File: src/hw/can_guard_pkg.sv
package can_guard_pkg;
	// register byte addresses on the plain write and read ports
	localparam logic [7:0] ADDR_BTR_LO = 8'h00;
	localparam logic [7:0] ADDR_BTR_HI = 8'h01;
	localparam logic [7:0] ADDR_FCR_A = 8'h02;
	localparam logic [7:0] ADDR_FCR_B = 8'h03;
	localparam logic [7:0] ADDR_FMR = 8'h04;
	localparam logic [7:0] ADDR_DIAG = 8'h05;
	localparam logic [7:0] ADDR_RFR = 8'h06;
	localparam logic [7:0] ADDR_MSR = 8'h07;
	localparam logic [7:0] ADDR_FILT_BASE = 8'h10;
	localparam logic [7:0] ADDR_MBOX_BASE = 8'h20;
	// field positions
	localparam int RFR_RELEASE_BIT = 5;
	localparam int MSR_RECEIVING_BIT = 5;
	localparam int MSR_INIT_BIT = 0;
	localparam int DIAG_RX_BIT = 3;
	// reset values and fifo count limit
	localparam logic [7:0] REG_RESET = 8'h00;
	localparam logic [1:0] COUNT_RESET = 2'h0;
	localparam logic [1:0] COUNT_MAX = 2'h3;
	// frame tail timing, in bit times and cpu cycles
	localparam int BIT_CYCLES_MAX_RATE = 8;
	localparam int SAMPLE_POINT_CYCLES = 4;
	localparam int XFER_BITS = 6;
	localparam int END_BITS = 8;
	// reception tracker states
	typedef enum logic [2:0] {
		RX_IDLE = 3'b001,
		RX_FRAME = 3'b010,
		RX_TAIL = 3'b100
	} rx_state_t;
endpackage

File: src/hw/rx_fifo_mem.sv
`timescale 1ns/100ps
`default_nettype none
module rx_fifo_mem #(
	parameter int WIDTH = 64,
	parameter int DEPTH = 3,
	parameter int AW = 2
) (
	// clock
	input wire logic ref_clk_i,
	// write port
	input wire logic wr_en_i,
	input wire logic [AW-1:0] wr_addr_i,
	input wire logic [WIDTH-1:0] wr_data_i,
	// read port, data registered
	input wire logic [AW-1:0] rd_addr_i,
	output logic [WIDTH-1:0] rd_data_o
);
	logic [WIDTH-1:0] mem [DEPTH];

	// storage write
	always_ff @(posedge ref_clk_i) begin
		if (wr_en_i) begin
			mem[wr_addr_i] <= wr_data_i;
		end
	end

	// write-through so a message landing in an empty fifo shows at once
	always_ff @(posedge ref_clk_i) begin
		if (wr_en_i && (wr_addr_i == rd_addr_i)) begin
			rd_data_o <= wr_data_i;
		end else begin
			rd_data_o <= mem[rd_addr_i];
		end
	end
endmodule
`default_nettype wire

File: src/hw/can_config_guard_rx_fifo_release.sv
`timescale 1ns/100ps
`default_nettype none
module can_config_guard_rx_fifo_release
	import can_guard_pkg::*;
#(
	parameter int BIT_CYCLES = BIT_CYCLES_MAX_RATE,
	parameter int NUM_FILTERS = 2,
	parameter int NUM_MBOX = 2,
	parameter int MSG_W = 64
) (
	// clock and reset
	input wire logic ref_clk_i,
	input wire logic srst_i,
	// software register port
	input wire logic wr_en_i,
	input wire logic [7:0] wr_addr_i,
	input wire logic [7:0] wr_data_i,
	input wire logic [7:0] rd_addr_i,
	output logic [7:0] rd_data_o,
	// controller state
	input wire logic init_mode_i,
	input wire logic [NUM_MBOX-1:0] mbox_empty_i,
	input wire logic [NUM_FILTERS-1:0] filter_active_i,
	// bit stream events, same clock
	input wire logic rx_sof_i,
	input wire logic rx_ack_i,
	input wire logic [MSG_W-1:0] rx_msg_i,
	// receive pin, asynchronous
	input wire logic rx_pin_i,
	// configuration outputs
	output logic [7:0] bit_timing_reg_low_o,
	output logic [7:0] bit_timing_reg_high_o,
	output logic [7:0] filter_config_reg_a_o,
	output logic [7:0] filter_config_reg_b_o,
	output logic [7:0] filter_mode_reg_o,
	output logic [7:0] diagnostic_reg_o,
	output logic [8*NUM_FILTERS-1:0] filter_value_o,
	output logic [8*NUM_MBOX-1:0] mbox_data_o,
	// receive side outputs
	output logic [1:0] fifo_pending_count_o,
	output logic receiving_flag_o,
	output logic [MSG_W-1:0] fifo_out_msg_o
);
	localparam int XFER_AT = XFER_BITS * BIT_CYCLES + SAMPLE_POINT_CYCLES;
	localparam int END_AT = END_BITS * BIT_CYCLES;
	localparam int CW = $clog2(END_AT + 1);

	logic rx_meta_q, rx_sync_q;
	rx_state_t state_q;
	logic [CW-1:0] tail_cnt_q;
	logic [1:0] count_q, rd_ptr_q, wr_ptr_q;
	logic xfer, release_req, push, pop;
	logic [1:0] rd_ptr_d;
	logic [7:0] rd_data_d;

	// two-flop synchroniser on the pin; the fixed lag keeps software's polling bound
	always_ff @(posedge ref_clk_i) begin
		if (srst_i) begin
			rx_meta_q <= 1'b1;
			rx_sync_q <= 1'b1;
		end else begin
			rx_meta_q <= rx_pin_i;
			rx_sync_q <= rx_meta_q;
		end
	end

	// configuration registers locked outside init mode
	always_ff @(posedge ref_clk_i) begin
		if (srst_i) begin
			bit_timing_reg_low_o <= REG_RESET;
			bit_timing_reg_high_o <= REG_RESET;
			filter_config_reg_a_o <= REG_RESET;
			filter_config_reg_b_o <= REG_RESET;
			filter_mode_reg_o <= REG_RESET;
			diagnostic_reg_o <= REG_RESET;
		end else if (wr_en_i && init_mode_i) begin
			if (wr_addr_i == ADDR_BTR_LO) begin
				bit_timing_reg_low_o <= wr_data_i;
			end else if (wr_addr_i == ADDR_BTR_HI) begin
				bit_timing_reg_high_o <= wr_data_i;
			end else if (wr_addr_i == ADDR_FCR_A) begin
				filter_config_reg_a_o <= wr_data_i;
			end else if (wr_addr_i == ADDR_FCR_B) begin
				filter_config_reg_b_o <= wr_data_i;
			end else if (wr_addr_i == ADDR_FMR) begin
				filter_mode_reg_o <= wr_data_i;
			end else if (wr_addr_i == ADDR_DIAG) begin
				diagnostic_reg_o <= wr_data_i;
			end
		end
	end

	// filter values and mailbox bytes, each guarded by its own state
	always_ff @(posedge ref_clk_i) begin
		if (srst_i) begin
			filter_value_o <= '0;
			mbox_data_o <= '0;
		end else begin
			for (int k = 0; k < NUM_FILTERS; k++) begin
				if (wr_en_i && !filter_active_i[k] && wr_addr_i == ADDR_FILT_BASE + 8'(k)) begin
					filter_value_o[8*k +: 8] <= wr_data_i;
				end
			end
			for (int k = 0; k < NUM_MBOX; k++) begin
				if (wr_en_i && mbox_empty_i[k] && wr_addr_i == ADDR_MBOX_BASE + 8'(k)) begin
					mbox_data_o[8*k +: 8] <= wr_data_i;
				end
			end
		end
	end

	// reception tracker: tail counted from the ack, one bit is BIT_CYCLES
	always_ff @(posedge ref_clk_i) begin
		if (srst_i) begin
			state_q <= RX_IDLE;
			tail_cnt_q <= '0;
		end else begin
			case (state_q)
				RX_IDLE: begin
					if (rx_sof_i) begin
						state_q <= RX_FRAME;
					end
				end
				RX_FRAME: begin
					if (rx_ack_i) begin
						state_q <= RX_TAIL;
						tail_cnt_q <= '0;
					end
				end
				RX_TAIL: begin
					if (tail_cnt_q == CW'(END_AT - 1)) begin
						state_q <= RX_IDLE;
					end
					tail_cnt_q <= tail_cnt_q + 1'b1;
				end
				default: state_q <= RX_IDLE;
			endcase
		end
	end

	assign receiving_flag_o = (state_q != RX_IDLE);
	// single-cycle transfer strobe, never before six bits plus sample point
	assign xfer = (state_q == RX_TAIL) && (tail_cnt_q == CW'(XFER_AT - 1));
	assign release_req = wr_en_i && (wr_addr_i == ADDR_RFR) && wr_data_i[RFR_RELEASE_BIT];
	// locked on overrun: a message into a full fifo is dropped
	assign push = xfer && (count_q != COUNT_MAX);
	assign pop = release_req && (count_q != COUNT_RESET);
	assign rd_ptr_d = pop ? ((rd_ptr_q == COUNT_MAX - 2'h1) ? 2'h0 : rd_ptr_q + 2'h1) : rd_ptr_q;

	// count and both pointers move together, so a coincident pop and push is safe
	always_ff @(posedge ref_clk_i) begin
		if (srst_i) begin
			count_q <= COUNT_RESET;
			rd_ptr_q <= 2'h0;
			wr_ptr_q <= 2'h0;
		end else begin
			if (push && !pop) begin
				count_q <= count_q + 2'h1;
			end else if (pop && !push) begin
				count_q <= count_q - 2'h1;
			end
			rd_ptr_q <= rd_ptr_d;
			if (push) begin
				wr_ptr_q <= (wr_ptr_q == COUNT_MAX - 2'h1) ? 2'h0 : wr_ptr_q + 2'h1;
			end
		end
	end

	assign fifo_pending_count_o = count_q;

	rx_fifo_mem #(
		.WIDTH(MSG_W),
		.DEPTH(3),
		.AW(2)
	) u_mem (
		.ref_clk_i(ref_clk_i),
		.wr_en_i(push),
		.wr_addr_i(wr_ptr_q),
		.wr_data_i(rx_msg_i),
		.rd_addr_i(rd_ptr_d),
		.rd_data_o(fifo_out_msg_o)
	);

	// read mux; release bit always reads back as zero
	always_comb begin
		rd_data_d = 8'h00;
		if (rd_addr_i == ADDR_BTR_LO) begin
			rd_data_d = bit_timing_reg_low_o;
		end else if (rd_addr_i == ADDR_BTR_HI) begin
			rd_data_d = bit_timing_reg_high_o;
		end else if (rd_addr_i == ADDR_FCR_A) begin
			rd_data_d = filter_config_reg_a_o;
		end else if (rd_addr_i == ADDR_FCR_B) begin
			rd_data_d = filter_config_reg_b_o;
		end else if (rd_addr_i == ADDR_FMR) begin
			rd_data_d = filter_mode_reg_o;
		end else if (rd_addr_i == ADDR_DIAG) begin
			rd_data_d = diagnostic_reg_o;
			rd_data_d[DIAG_RX_BIT] = rx_sync_q;
		end else if (rd_addr_i == ADDR_RFR) begin
			rd_data_d[1:0] = count_q;
		end else if (rd_addr_i == ADDR_MSR) begin
			rd_data_d[MSR_RECEIVING_BIT] = receiving_flag_o;
			rd_data_d[MSR_INIT_BIT] = init_mode_i;
		end
	end

	// registered read data
	always_ff @(posedge ref_clk_i) begin
		if (srst_i) begin
			rd_data_o <= REG_RESET;
		end else begin
			rd_data_o <= rd_data_d;
		end
	end
endmodule
`default_nettype wire

File: config.mk
export PLATFORM = sky130hd
export DESIGN_NAME = can_config_guard_rx_fifo_release
export DESIGN_NICKNAME = d
export VERILOG_FILES = /design/src/hw/can_guard_pkg.sv /design/src/hw/rx_fifo_mem.sv /design/src/hw/can_config_guard_rx_fifo_release.sv
export SDC_FILE = /design/constraint.sdc
export NUM_CORES = 1
export LEC_CHECK = 0
export ABC_AREA = 1
export BUFFER_PORTS_ARGS = -buffer_cell sky130_fd_sc_hd__buf_2
export CAP_MARGIN = 40
export CORE_ASPECT_RATIO = 1.25
export CORE_MARGIN = 3
export CORE_UTILIZATION = 30
export CTS_CLUSTER_SIZE = 8
export DETAILED_ROUTE_END_ITERATION = 12
export HOLD_SLACK_MARGIN = 0.12
export PLACE_DENSITY = 0.57
export SLEW_MARGIN = 15
export SYNTH_ARGS = -nofsm -noshare
export SYNTH_HDL_FRONTEND = slang
export SYNTH_SLANG_ARGS = --single-unit
File: constraint.sdc
create_clock -name ref_clk_i -period 5.55 [get_ports ref_clk_i]
set_input_delay 1.11 -clock ref_clk_i [delete_from_list [all_inputs] [get_ports ref_clk_i]]
set_output_delay 1.11 -clock ref_clk_i [all_outputs]
set_load 0.02 [all_outputs]
==> flow_summary.yaml <==
outcome:
  status: "complete, no violations"
drt:
  ant_nets: 0
  viasPerCell: 4.82
  drtIter0Drc: 435
  via_count: 8738
  drc_errors: 0
  wire_per_inst_um: 18.1
  firstDrtPassIters: 5
  routed_wl_um: 32900
clocking:
  root_buffer: "clkbuf_16"
  post_cts_buffers: 0
  cts_num_sinks: 300
  holdBufCountCts: 0
  clkLatencyLatePin_ns: 0.54
  cts_tree: "done"
  path_clk_slew_ns: 0.05
  cts_resized: 0
  h-tree-depth: 2
  cts_buffers: 43
  clockBufferDepth: 3
setup_path:
  crit_type: "register to output port"
  endpoint_kind: "output port"
  rr_worst_depth: 7
  arrival_ns: 2.19
  crit_cells: 6
  timing.critical_path.max_delay_family: "buffers and inverters"
  rrSetupSlack_ns: 3.07
  cp_num_buf_inv: 4
  worst_setup_path_start_kind: "register"
  worstPathRequired_ns: 4.44
  endpoint: "fifo_out_msg_o[55]"
  crit_path_top_delay_cell: "buf_4"
  r2r-end: "u_mem.mem[0][37]$_DFFE_PP_"
  slowest_delay_ns: 0.35
  regToRegStartpoint: "tail_cnt_q[0]$_SDFFE_PP0P_"
  worstPathCellList: "inv_2, buf_12, buf_4, nand2_1, a21oi_1, buf_2"
  crit_fanout: 30
global_routing:
  grt_max_degree: 65
  grt_first_pass_wirelength_um: 50400
  grt_pass1_vias: 8795
  track_usage_pct: 15.6
  grt-ovfl-total: 0
  grt_antenna_before_repair: 0
cells_and_area:
  drive_gt1_share_pct: 27.0
  syn2layout_area_growth_pct: 26.1
  fillers: 3715
  finish.net_count: 1419
yosys:
  synth_area_um2: 11500
  ys_seq_elements: 300
  syn-num-nets: 1153
  yosysTopAreaCellShare_pct: 50.1
  synth_top_area_cell: "edfxtp_1"
  netlist_instances: 1052
  synth.distinct_cells: 36
  yosys_warnings: 0
  avgSynthCellArea_um2: 10.9
  synth.area.top_cells: "edfxtp_1, dfxtp_1, a21oi_1"
  synth_seq_area_share_pct: 68.9
sta:
  worst_pin_slew_ns: 0.899
  final_hold_viol_count: 0
  fin_worst_skew_ns: 0.0210
  finalCriticalPeriod_ns: 3.30
  setup_slack_ns: 2.25
  fmax_ghz: 0.303
  rsz0062_at_grt: "no"
  slew_violations: 0
  fin_crit_sh_pct: 59.5
  timing.setup.tns_ns: 0
  setup_viol: 0
  maxSlewHeadroom_pct: 40.1
floorplan:
  die_area_um2: 40800
  core-area_um2: 37600
  die_height_um: 225
  pin_count: 254
  start_util_pct: 30.6
  rows: 79
  die_x_um: 181
power_and_ir_drop:
  p_leak_uw: 0.00586
  finalPower_uw: 4840
  switchingPower_uw: 1020
  p_int_uw: 3820
  p_clk_share_pct: 47.6
  power_density_nw_per_um2: 334
  ir_drop_v: 0.000175
  sw_frac_of_total_pct: 21.0
  p_comb_share_pct: 3.1
  seqPwrFrac_pct: 49.3
placed_design:
  place_hpwl_um: 21600
  port_buffers: 253
  dp_slack_ns: 2.43
  routabilityCongestion: 0.828
min_path:
  hold_class: "register to register"
run:
  drv_cap: 0
## power groups by stage
stage          registers (µW)  clock network [µW]  logic [µW]
4_1_cts                  2390                2380         151
3_5_place_dp             2430                   0         151
3_3_place_gp             2430                   0         146
5_1_grt                  2380                2470         164
6_report                 2390                2310         150
2_1_floorplan            2430                   0        65.1
## through the flow
step                      hold slack, ns  utilization [%]  cell area, µm²  std cells
final                              0.407             38.6           14500       1811
after global routing               0.427             38.6           14500       1810
after CTS                          0.404             38.5           14500       1807
after detailed placement           0.394             35.4           13300       1756
after global placement             0.391             35.2           13200       1752
after floorplan                    0.389                -           11500       1052
## final cells by class
| class | count | area, µm² | area share (%) |
|---|---|---|---|
| tap | 486 | 608 | 4.19 |
| clock inverter | 3 | 48.8 | 0.336 |
| multi-input combinational | 640 | 3120 | 21.5 |
| inverter | 65 | 244 | 1.68 |
| sequential | 300 | 7930 | 54.6 |
| timing repair buffer | 268 | 1460 | 10.0 |
| antenna | 1 | 2.50 | 0.0172 |
| clock buffer | 48 | 1100 | 7.61 |
## state kept, by name (all words and copies together) (netlist names), 3 cells and up, named ones only
signal                 cells
mbox_data_o               16
u_mem.mem                192
bit_timing_reg_low_o       8
filter_config_reg_b_o      8
bit_timing_reg_high_o      8
state_q                    3
diagnostic_reg_o           8
filter_config_reg_a_o      8
filter_value_o            16
tail_cnt_q                 7
filter_mode_reg_o          8
rd_data_o                  8
## how the worst min path moves through the flow
stage,from,end,slack [ns],cells after the start
CTS,rx_meta_q$_SDFF_PP1_,rx_sync_q$_SDFF_PP1_,0.40,1
floorplan,rx_meta_q$_SDFF_PP1_,rx_sync_q$_SDFF_PP1_,0.39,1
global placement,rx_meta_q$_SDFF_PP1_,rx_sync_q$_SDFF_PP1_,0.39,1
finish,rx_meta_q$_SDFF_PP1_,rx_sync_q$_SDFF_PP1_,0.41,1
detailed placement,rx_meta_q$_SDFF_PP1_,rx_sync_q$_SDFF_PP1_,0.39,1
global route,rx_meta_q$_SDFF_PP1_,rx_sync_q$_SDFF_PP1_,0.43,1
## layer usage
metal / part of all wire [%] / global-route usage (%) / vias to the layer above / wire length (µm)
met5: 0 / 0 / - / 0
met3: 8.0 / 4.46 / 67 / 2630
met4: 3.4 / 5.83 / 0 / 1110
li1: - / - / 4197 / -
met1: 42 / 19.7 / 4136 / 13800
met2: 47 / 25.7 / 338 / 15300
## placed cells by master (no fill, tap or decap), types with 23 or more instances in the layout
cell	instances
nor2_1	119
o21ai_0	81
nand3_1	23
clkbuf_16	43
edfxtp_1	192
a21oi_1	219
nand2_1	138
dfxtp_1	106
buf_2	254
inv_1	49
## synth_stat cells
cell	n
a21oi_1	219
edfxtp_1	192
nand2_1	138
nor2_1	121
dfxtp_1	108
o21ai_0	81
inv_1	51
clkbuf_1	28
nand3_1	23
buf_1	9
clkinv_1	8
a211oi_1	7
nand4_1	7
buf_6	6
inv_2	6
nor2_4	6
nand2_2	5
or2_2	5
buf_4	3
nor3_1	3
nor4_4	3
o21ai_1	3
a211oi_2	2
a21oi_2	2
ha_1	2
nor3_2	2
nor3_4	2
o21ai_2	2
a221oi_1	1
buf_2	1
mux2i_1	1
nor2_2	1
o211ai_1	1
o21a_1	1
or4_1	1
xor2_1	1
## logic make-up after synthesis
logic type	share of synthesized area, %
compound gates	14.4
xor+xnor	0.0761
fa+ha+maj	0.217
buf+inv	4.15
flops	68.9
mux	0.0870
simple gates	12.2
Note: power is estimated with default switching activity, not from simulation.
